`config.mk`:
```
export PLATFORM = sky130hd
export DESIGN_NAME = trigger_counter
export DESIGN_NICKNAME = d
export VERILOG_FILES = /design/src/rtl/trigger_counter_pkg.sv /design/src/rtl/count_unit.sv /design/src/rtl/trigger_counter.sv
export VERILOG_INCLUDE_DIRS = /design/src /design/src/rtl
export SDC_FILE = /design/constraint.sdc
export NUM_CORES = 2
export LEC_CHECK = 0
export BUFFER_PORTS_ARGS = -buffer_cell sky130_fd_sc_hd__buf_2
export CORE_ASPECT_RATIO = 1.25
export CORE_UTILIZATION = 30
export DETAILED_ROUTE_END_ITERATION = 7
export PLACE_DENSITY = 0.47
export SYNTH_ARGS = -nofsm -noshare
export SYNTH_HDL_FRONTEND = slang
export SYNTH_HIERARCHICAL = 1
export SYNTH_SLANG_ARGS = --single-unit
export TNS_END_PERCENT = 20
```
`constraint.sdc`:
```
create_clock -name sys_clk -period 10.45 [get_ports sys_clk]
set_input_delay 1.5675 -clock sys_clk [delete_from_list [all_inputs] [get_ports sys_clk]]
set_output_delay 1.5675 -clock sys_clk [all_outputs]
set_load 0.05 [all_outputs]
```
`src/rtl/trigger_counter_consts.svh`:
```
`ifndef TRIGGER_COUNTER_CONSTS_SVH
`define TRIGGER_COUNTER_CONSTS_SVH

// upper half of the internal register window address
`define WIN_BASE 16'hFFFF

// register offsets inside the window
`define OFS_UNIT_SELECT 16'h0200
`define OFS_COUNT_WORD0 16'h0300
`define OFS_COUNT_WORD1 16'h0302
`define OFS_COUNT_WORD2 16'h0304
`define OFS_COUNT_WORD3 16'h0306
`define OFS_COUNT_LATCH 16'h030A
`define OFS_COUNTER_RESET 16'h6090

// stack launch unit settings, seen while a launch unit is selected
`define OFS_LAUNCH_STACK 16'h0300
`define OFS_LAUNCH_DELAY 16'h0302
`define OFS_LAUNCH_ENABLE 16'h0304

// unit numbers written to the unit select register
`define UNIT_COUNTER_FIRST 16'h0308
`define UNIT_LAUNCH_FIRST 16'h0280

// reset values
`define UNIT_SELECT_RESET 16'h0000
`define LAUNCH_DELAY_RESET 16'h0000
`define LAUNCH_STACK_RESET 3'h0

// sizes
`define NUM_COUNTERS 8
`define COUNT_WIDTH 64
`define NUM_LAUNCH 4
`define NUM_STACKS 3'h7

// timing: clock period in ns, added to the elapsed delay every cycle a launch unit waits
`define CLK_PERIOD_NS 17'h00014

`endif

```
`src/rtl/trigger_counter_pkg.sv`:
```
package trigger_counter_pkg;

    // one register access, taken in a single cycle
    typedef struct packed {
        logic wr;
        logic rd;
        logic [31:0] addr;
        logic [15:0] wdata;
    } reg_req_t;

    // settings of one stack launch unit
    typedef struct packed {
        logic enable;
        logic [2:0] stack;
        logic [15:0] delay_ns;
    } launch_cfg_t;

    typedef enum logic [1:0] {
        LAUNCH_IDLE = 2'b01,
        LAUNCH_WAIT = 2'b10
    } launch_state_t;

endpackage : trigger_counter_pkg

```
`src/rtl/count_unit.sv`:
```
`timescale 1ns/10ps
`include "trigger_counter_consts.svh"

module count_unit (
    input wire logic sys_clk, // system clock
    input wire logic sys_rst, // synchronous reset
    input wire logic clear, // zero count and snapshot
    input wire logic sample_in, // counted signal, same clock domain
    input wire logic latch, // copy count into snapshot
    output logic [`COUNT_WIDTH-1:0] snap_q // latched count
);

    logic in_prev_q;
    logic [`COUNT_WIDTH-1:0] count_q;
    logic rise;

    assign rise = sample_in & ~in_prev_q;

    always_ff @(posedge sys_clk) begin
        if (sys_rst) begin
            in_prev_q <= 1'b0;
        end else begin
            in_prev_q <= sample_in;
        end
    end

    always_ff @(posedge sys_clk) begin
        if (sys_rst || clear) begin
            count_q <= {`COUNT_WIDTH{1'b0}};
        end else if (rise) begin
            count_q <= count_q + {{(`COUNT_WIDTH-1){1'b0}}, 1'b1};
        end
    end

    always_ff @(posedge sys_clk) begin
        if (sys_rst || clear) begin
            snap_q <= {`COUNT_WIDTH{1'b0}};
        end else if (latch) begin
            snap_q <= count_q;
        end
    end

endmodule : count_unit

```
`src/rtl/trigger_counter.sv`:
```
// Function
// - There are eight independent counters, each holding a 64-bit count.
// - A counter adds one on each rising edge of its input and ignores falling edges.
// - A latch copies the whole current count into the readable snapshot in one step.
// - The latch fires from a trigger-logic signal or from a write of 1 to the latch register.
// - Counters read as four 16-bit words at 0x0300..0x0306 in the window at 0xFFFF0000.
// - An activated stack launch unit starts one chosen stack out of seven.
// - A launch unit holds stack, enable and delay; disabled starts nothing, enabled waits.
// - Writing 1 to 0xFFFF6090 clears all counters to zero.
`timescale 1ns/10ps
`include "trigger_counter_consts.svh"

module trigger_counter (
    input wire logic sys_clk, // 50 MHz system clock
    input wire logic sys_rst, // synchronous reset, active high
    input trigger_counter_pkg::reg_req_t reg_req, // register access request
    output logic [15:0] reg_rdata_q, // read data
    output logic reg_rvalid_q, // read data valid pulse
    input wire logic [`NUM_COUNTERS-1:0] count_in, // counted signals
    input wire logic [`NUM_COUNTERS-1:0] count_latch_in, // latch from trigger logic
    input wire logic [`NUM_LAUNCH-1:0] launch_activate, // launch unit activation
    output logic [`NUM_LAUNCH-1:0] stack_start_q, // stack start pulses
    output logic [3*`NUM_LAUNCH-1:0] stack_start_index_q // stack number per launch unit
);

    import trigger_counter_pkg::*;

    // register window decode

    logic win_hit;
    logic [15:0] ofs;
    logic wr_hit;
    logic rd_hit;

    assign win_hit = (reg_req.addr[31:16] == `WIN_BASE);
    assign ofs = reg_req.addr[15:0];
    assign wr_hit = reg_req.wr & win_hit;
    assign rd_hit = reg_req.rd & win_hit;

    logic wr_unit_select;
    logic wr_latch;
    logic wr_counter_reset;
    logic wr_launch_stack;
    logic wr_launch_delay;
    logic wr_launch_enable;

    assign wr_unit_select = wr_hit & (ofs == `OFS_UNIT_SELECT);
    assign wr_latch = wr_hit & (ofs == `OFS_COUNT_LATCH) & reg_req.wdata[0];
    assign wr_counter_reset = wr_hit & (ofs == `OFS_COUNTER_RESET) & reg_req.wdata[0];

    // unit selection

    logic [15:0] unit_select_q;
    logic [15:0] ctr_offset;
    logic [15:0] launch_offset;
    logic ctr_selected;
    logic launch_selected;
    logic [2:0] ctr_idx;
    logic [1:0] launch_idx;

    always_ff @(posedge sys_clk) begin
        if (sys_rst) begin
            unit_select_q <= `UNIT_SELECT_RESET;
        end else if (wr_unit_select) begin
            unit_select_q <= reg_req.wdata;
        end
    end

    assign ctr_offset = unit_select_q - `UNIT_COUNTER_FIRST;
    assign ctr_selected = (unit_select_q >= `UNIT_COUNTER_FIRST) &&
                          (ctr_offset < 16'(`NUM_COUNTERS));
    assign ctr_idx = ctr_offset[2:0];

    assign launch_offset = unit_select_q - `UNIT_LAUNCH_FIRST;
    assign launch_selected = (unit_select_q >= `UNIT_LAUNCH_FIRST) &&
                             (launch_offset < 16'(`NUM_LAUNCH));
    assign launch_idx = launch_offset[1:0];

    // launch settings share the word offsets, the selected unit tells them apart
    assign wr_launch_stack = wr_hit & launch_selected & (ofs == `OFS_LAUNCH_STACK);
    assign wr_launch_delay = wr_hit & launch_selected & (ofs == `OFS_LAUNCH_DELAY);
    assign wr_launch_enable = wr_hit & launch_selected & (ofs == `OFS_LAUNCH_ENABLE);

    // counters

    logic [`COUNT_WIDTH-1:0] snap [`NUM_COUNTERS];
    logic [`NUM_COUNTERS-1:0] latch_fire;

    genvar gc;
    generate
        for (gc = 0; gc < `NUM_COUNTERS; gc = gc + 1) begin : g_count
            assign latch_fire[gc] = count_latch_in[gc] |
                                    (wr_latch & ctr_selected & (ctr_idx == 3'(gc)));

            count_unit u_count (
                .sys_clk(sys_clk),
                .sys_rst(sys_rst),
                .clear(wr_counter_reset),
                .sample_in(count_in[gc]),
                .latch(latch_fire[gc]),
                .snap_q(snap[gc])
            );
        end
    endgenerate

    // stack launch units

    launch_cfg_t launch_cfg_q [`NUM_LAUNCH];
    launch_state_t launch_state_q [`NUM_LAUNCH];
    logic [16:0] elapsed_q [`NUM_LAUNCH];
    logic [`NUM_LAUNCH-1:0] launch_go;
    logic [`NUM_LAUNCH-1:0] launch_due;
    logic [`NUM_LAUNCH-1:0] launch_valid_stack;

    genvar gl;
    generate
        for (gl = 0; gl < `NUM_LAUNCH; gl = gl + 1) begin : g_launch
            logic unit_wr;

            assign unit_wr = (launch_idx == 2'(gl));

            always_ff @(posedge sys_clk) begin
                if (sys_rst) begin
                    launch_cfg_q[gl].enable <= 1'b0;
                    launch_cfg_q[gl].stack <= `LAUNCH_STACK_RESET;
                    launch_cfg_q[gl].delay_ns <= `LAUNCH_DELAY_RESET;
                end else begin
                    if (wr_launch_stack && unit_wr) begin
                        launch_cfg_q[gl].stack <= reg_req.wdata[2:0];
                    end
                    if (wr_launch_delay && unit_wr) begin
                        launch_cfg_q[gl].delay_ns <= reg_req.wdata;
                    end
                    if (wr_launch_enable && unit_wr) begin
                        launch_cfg_q[gl].enable <= reg_req.wdata[0];
                    end
                end
            end

            assign launch_valid_stack[gl] = (launch_cfg_q[gl].stack < `NUM_STACKS);

            assign launch_go[gl] = launch_activate[gl] & launch_cfg_q[gl].enable &
                                   launch_valid_stack[gl];

            // delay counted in ns so any programmed value rounds up to whole cycles
            assign launch_due[gl] = (elapsed_q[gl] >= {1'b0, launch_cfg_q[gl].delay_ns});

            always_ff @(posedge sys_clk) begin
                if (sys_rst) begin
                    launch_state_q[gl] <= LAUNCH_IDLE;
                    elapsed_q[gl] <= 17'h00000;
                    stack_start_q[gl] <= 1'b0;
                    stack_start_index_q[3*gl +: 3] <= 3'h0;
                end else begin
                    stack_start_q[gl] <= 1'b0;
                    unique case (launch_state_q[gl])
                        LAUNCH_IDLE: begin
                            elapsed_q[gl] <= 17'h00000;
                            if (launch_go[gl]) begin
                                launch_state_q[gl] <= LAUNCH_WAIT;
                            end
                        end
                        LAUNCH_WAIT: begin
                            if (!launch_cfg_q[gl].enable) begin
                                // disabling cancels a pending start
                                launch_state_q[gl] <= LAUNCH_IDLE;
                            end else if (launch_due[gl]) begin
                                stack_start_q[gl] <= 1'b1;
                                stack_start_index_q[3*gl +: 3] <= launch_cfg_q[gl].stack;
                                launch_state_q[gl] <= LAUNCH_IDLE;
                            end else begin
                                elapsed_q[gl] <= elapsed_q[gl] + `CLK_PERIOD_NS;
                            end
                        end
                        default: begin
                            launch_state_q[gl] <= LAUNCH_IDLE;
                        end
                    endcase
                end
            end
        end
    endgenerate

    // read path

    logic [`COUNT_WIDTH-1:0] snap_sel;
    logic [15:0] count_word;
    logic count_rd;
    logic [15:0] launch_word;
    logic launch_rd;
    logic [15:0] rdata_d;
    launch_cfg_t cfg_sel;

    assign snap_sel = snap[ctr_idx];
    assign cfg_sel = launch_cfg_q[launch_idx];

    assign count_rd = ctr_selected && (ofs[15:3] == 13'(`OFS_COUNT_WORD0 >> 3)) && !ofs[0];

    assign count_word = (ofs == `OFS_COUNT_WORD0) ? snap_sel[15:0] :
                        (ofs == `OFS_COUNT_WORD1) ? snap_sel[31:16] :
                        (ofs == `OFS_COUNT_WORD2) ? snap_sel[47:32] :
                        snap_sel[63:48];

    assign launch_rd = launch_selected &&
                       ((ofs == `OFS_LAUNCH_STACK) || (ofs == `OFS_LAUNCH_DELAY) ||
                        (ofs == `OFS_LAUNCH_ENABLE));

    assign launch_word = (ofs == `OFS_LAUNCH_STACK) ? {13'h0000, cfg_sel.stack} :
                         (ofs == `OFS_LAUNCH_DELAY) ? cfg_sel.delay_ns :
                         {15'h0000, cfg_sel.enable};

    // unmapped offsets and the write-only latch read as zero
    assign rdata_d = (ofs == `OFS_UNIT_SELECT) ? unit_select_q :
                     count_rd ? count_word :
                     launch_rd ? launch_word :
                     16'h0000;

    always_ff @(posedge sys_clk) begin
        if (sys_rst) begin
            reg_rdata_q <= 16'h0000;
            reg_rvalid_q <= 1'b0;
        end else begin
            reg_rvalid_q <= reg_req.rd;
            if (rd_hit) begin
                reg_rdata_q <= rdata_d;
            end else if (reg_req.rd) begin
                reg_rdata_q <= 16'h0000;
            end
        end
    end

endmodule : trigger_counter

```
==> flow_summary.toml <==
[power]
internal_power_mw = 7.951
pwr-share-comb_pct = 3.3
clockPowerShare_pct = 49.8
p_total_mw = 10.33
vdd_drop_max_uv = 176.9
leakagePower_nw = 23.79
switching_share_pct = 23.03
seqPwrFrac_pct = 46.9
p_sw_mw = 2.379
p_per_area_mw_per_mm2 = 155.6

[grt]
grt_overflow = 0
grt_pass1_vias = 43300
grt_max_degree = 90
grt_pass1_wl_microns = 287200
antenna_found_initial = 22
grt_usage_pct = 19.13

[cells_and_area]
nets = 6222
final_util_pct = 34.14
register_area_sq_mm = 0.02609
area_growth_pct = 12.98
most-common-layout-cells = "dfxtp_1, nor2_1, mux2i_1"
final_common_cell = "dfxtp_1"
drive_gt1_share_pct = 11.19
fill_cells = 19720
multi_input_area_sq_mm = 0.03103

[yosys]
avgSynthCellArea_sq_um = 9.628
synth-seq-cells = 1229
synth-adder-area-share_pct = 1.703
yosys.area_share.simple_pct = 23.24
ys_seq_area_share_pct = 44.38
synth_top_family_by_area = "simple AND/OR/NAND/NOR gates"
syn_area_sq_mm = 0.05878
ys_types = 83
synth.net_count = 6257
synthFlopType = "dfxtp_1"
synth_async_sr_flop_share_pct = 0
syn_inst = 6105
synth-compound-area-share_pct = 7.071
synth_mux_area_share_pct = 15.88
synth_xor_area_share_pct = 4.709
synth_warnings = 6
synth_edf_count = 148

[cts]
root_buffer = "clkbuf_16"
clk_latency_ns = 0.80
numCtsBuffers = 143
clk_pin_slew_ns = 0.06
cts_resized = 0
h-tree-depth = 4
cts_tree = "built"
post-cts-setup-buffers = 0
cts_hold_buf = 0
clk_path_buf_depth = 3
cts_sinks = 1229

[placed_design]
hpwl_microns = 145600
dp_slack_ns = 4.658
port_buffers = 104
finalWeightedCongestion = 0.8738

[setup_path]
cp-start-kind = "primary input"
crit_path_max_fanout = 43
path_delay_family = "simple AND/OR/NAND/NOR gates"
path_cells = "buf_2 > nor3_1 > nand3b_1 > nor2_1 > nand4_1 > nor4_4 > a31o_4 > buf_4 > mux2i_1 > nor2_1"
crit_top_cell = "nor2_1"
path_class = "in2reg"
slowest_stage = "nor3_1"
required_ns = 11.08
r2r-end = "g_count[5].u_count/snap_q[3]$_SDFFE_PP0P_"
r2r_cells = 11
startpoint = "reg_req[20]"
worst-path-buf-inv = 2
critPathCaptureType = "flop"
r2r_start = "unit_select_q[7]$_SDFFE_PP0P_"
r2r_slack_ns = 5.52
slowest_delay_ns = 0.88
critPathArrivalTime_ns = 5.69

[sta]
maxSlewViolCount = 0
slew_headroom_pct = 21.62
rsz0062_at_grt = "false"
period_needed_ns = 5.064
setup_tns_ns = 0
hold_viol_final = 0
max_freq_mhz = 197.5
tightest_slew_ns = 1.171
final.setup.worst_slack_ns = 5.386
setup_viol = 0
finalHoldWorstSlack_ns = 0.4880
fin_crit_sh_pct = 48.46
clock_skew_ns = 0.03187

[route]
avgViaCountPerCell = 5.281
remaining_drc_errors = 0
ant_nets = 0
drt_wl_total_microns = 193200
drt_pass1_iterations = 6
drt_iter0_drc = 3690
vias = 46220
wire_per_inst_microns = 22.08

[die]
design.core.area_sq_mm = 0.1945
num_io_pins = 105
die_w_microns = 397.9
die_h_microns = 496.9
num_rows = 181
design.die.area_sq_mm = 0.1977
start_util_pct = 30.22

[hold_path]
hold_path_class = "reg2reg"
hold_depth = 2
hp-start = "g_count[6].u_count/snap_q[59]$_SDFFE_PP0P_"
hold_path_end = "g_count[6].u_count/snap_q[59]$_SDFFE_PP0P_"

[job]
maxCapViolations = 0

[status]
outcome = "finished clean"
## power by group through the flow
stage               registers (mW)  clock network, mW  logic [mW]
detailed placement            4.95                  0       0.341
floorplan                     4.93                  0       0.238
CTS                           4.85               5.28       0.342
global placement              4.95                  0       0.338
finish                        4.85               5.15       0.338
global route                  4.85               5.48       0.367
## Yosys cell counts, drive strengths merged (87+ instances only)
cell,count,area share (%)
mux2i,579,9.9
xor2,201,3.0
nor2,1018,6.5
nor4,87,1.2
nand2,216,1.4
and2,108,1.2
nor3,91,0.85
o21ai,206,1.8
dfxtp,1081,37
mux4,154,5.9
and3,92,0.98
clkbuf,264,1.7
xnor2,115,1.7
nand4,284,3.2
edfxtp,148,7.6
a21oi,278,2.4
inv,113,0.72
nand3,261,2.4
or3,173,1.8
## worst register-to-register path, cell delays in order (launching register included)
cell and delay (ns):
dfxtp_1 0.64, inv_1 0.16, ha_1 0.27, nor2_1 0.19, o221ai_1 0.16, nor4_1 0.55, o21ai_4 0.20, nor4_4 0.94
a31o_4 0.56, buf_4 0.70, mux2i_1 0.36, nor2_1 0.06
## stage by stage
stage | cell area (sq um) | instances
CTS | 66400 | 8748
global route | 66400 | 8749
global placement | 61570 | 8487
floorplan | 58780 | 6105
detailed placement | 61570 | 8487
finish | 66410 | 8751
## flip-flops by register name, summed over array words and instances (netlist names)
signal and flops:
elapsed_q 60, g_count.u_count/count_q 512, g_count.u_count/in_prev_q 8, g_count.u_count/snap_q 512, launch_cfg_q 80, launch_state_q 8
reg_rdata_q 16, reg_rvalid_q 1, stack_start_index_q 12, stack_start_q 4, unit_select_q 16
## layout make-up
type	count	share of cell area, %
diodes	3	0.01130
well taps	2562	4.827
clock inverters	52	0.8215
flip-flops and latches	1229	39.29
inverters	114	0.6444
multi-input cells	4439	46.72
clock buffers	209	6.451
repair buffers	143	1.228
## cell families after synthesis
family	count (synthesis)
and+or+nand+nor	2605
DFF	1229
muxes	739
AOI/OAI and AO/OA	699
buffers and inverters	437
xor gates and xnor gates	316
adders and majority gates	80
## metal layers
metal  track usage [%]  vias to the layer above  wire [microns]
met5                 0                        -              36
met4             5.477                        6            5212
met3             2.844                      275            9022
met2             31.11                     1137           90670
met1             26.08                    22690           88300
li1                  -                    22110               -
## how the worst max path moves through the flow
stage                     cells after the start                                         end
after detailed placement                     10   g_count[5].u_count/snap_q[3]$_SDFFE_PP0P_
after floorplan                               7            launch_cfg_q[0][0]$_SDFFCE_PN0P_
after CTS                                    10   g_count[5].u_count/snap_q[3]$_SDFFE_PP0P_
final                                        10   g_count[5].u_count/snap_q[3]$_SDFFE_PP0P_
after global placement                       10  g_count[5].u_count/snap_q[10]$_SDFFE_PP0P_
after global routing                         10   g_count[5].u_count/snap_q[3]$_SDFFE_PP0P_
No activity file was read; power rests on OpenSTA's default activity.
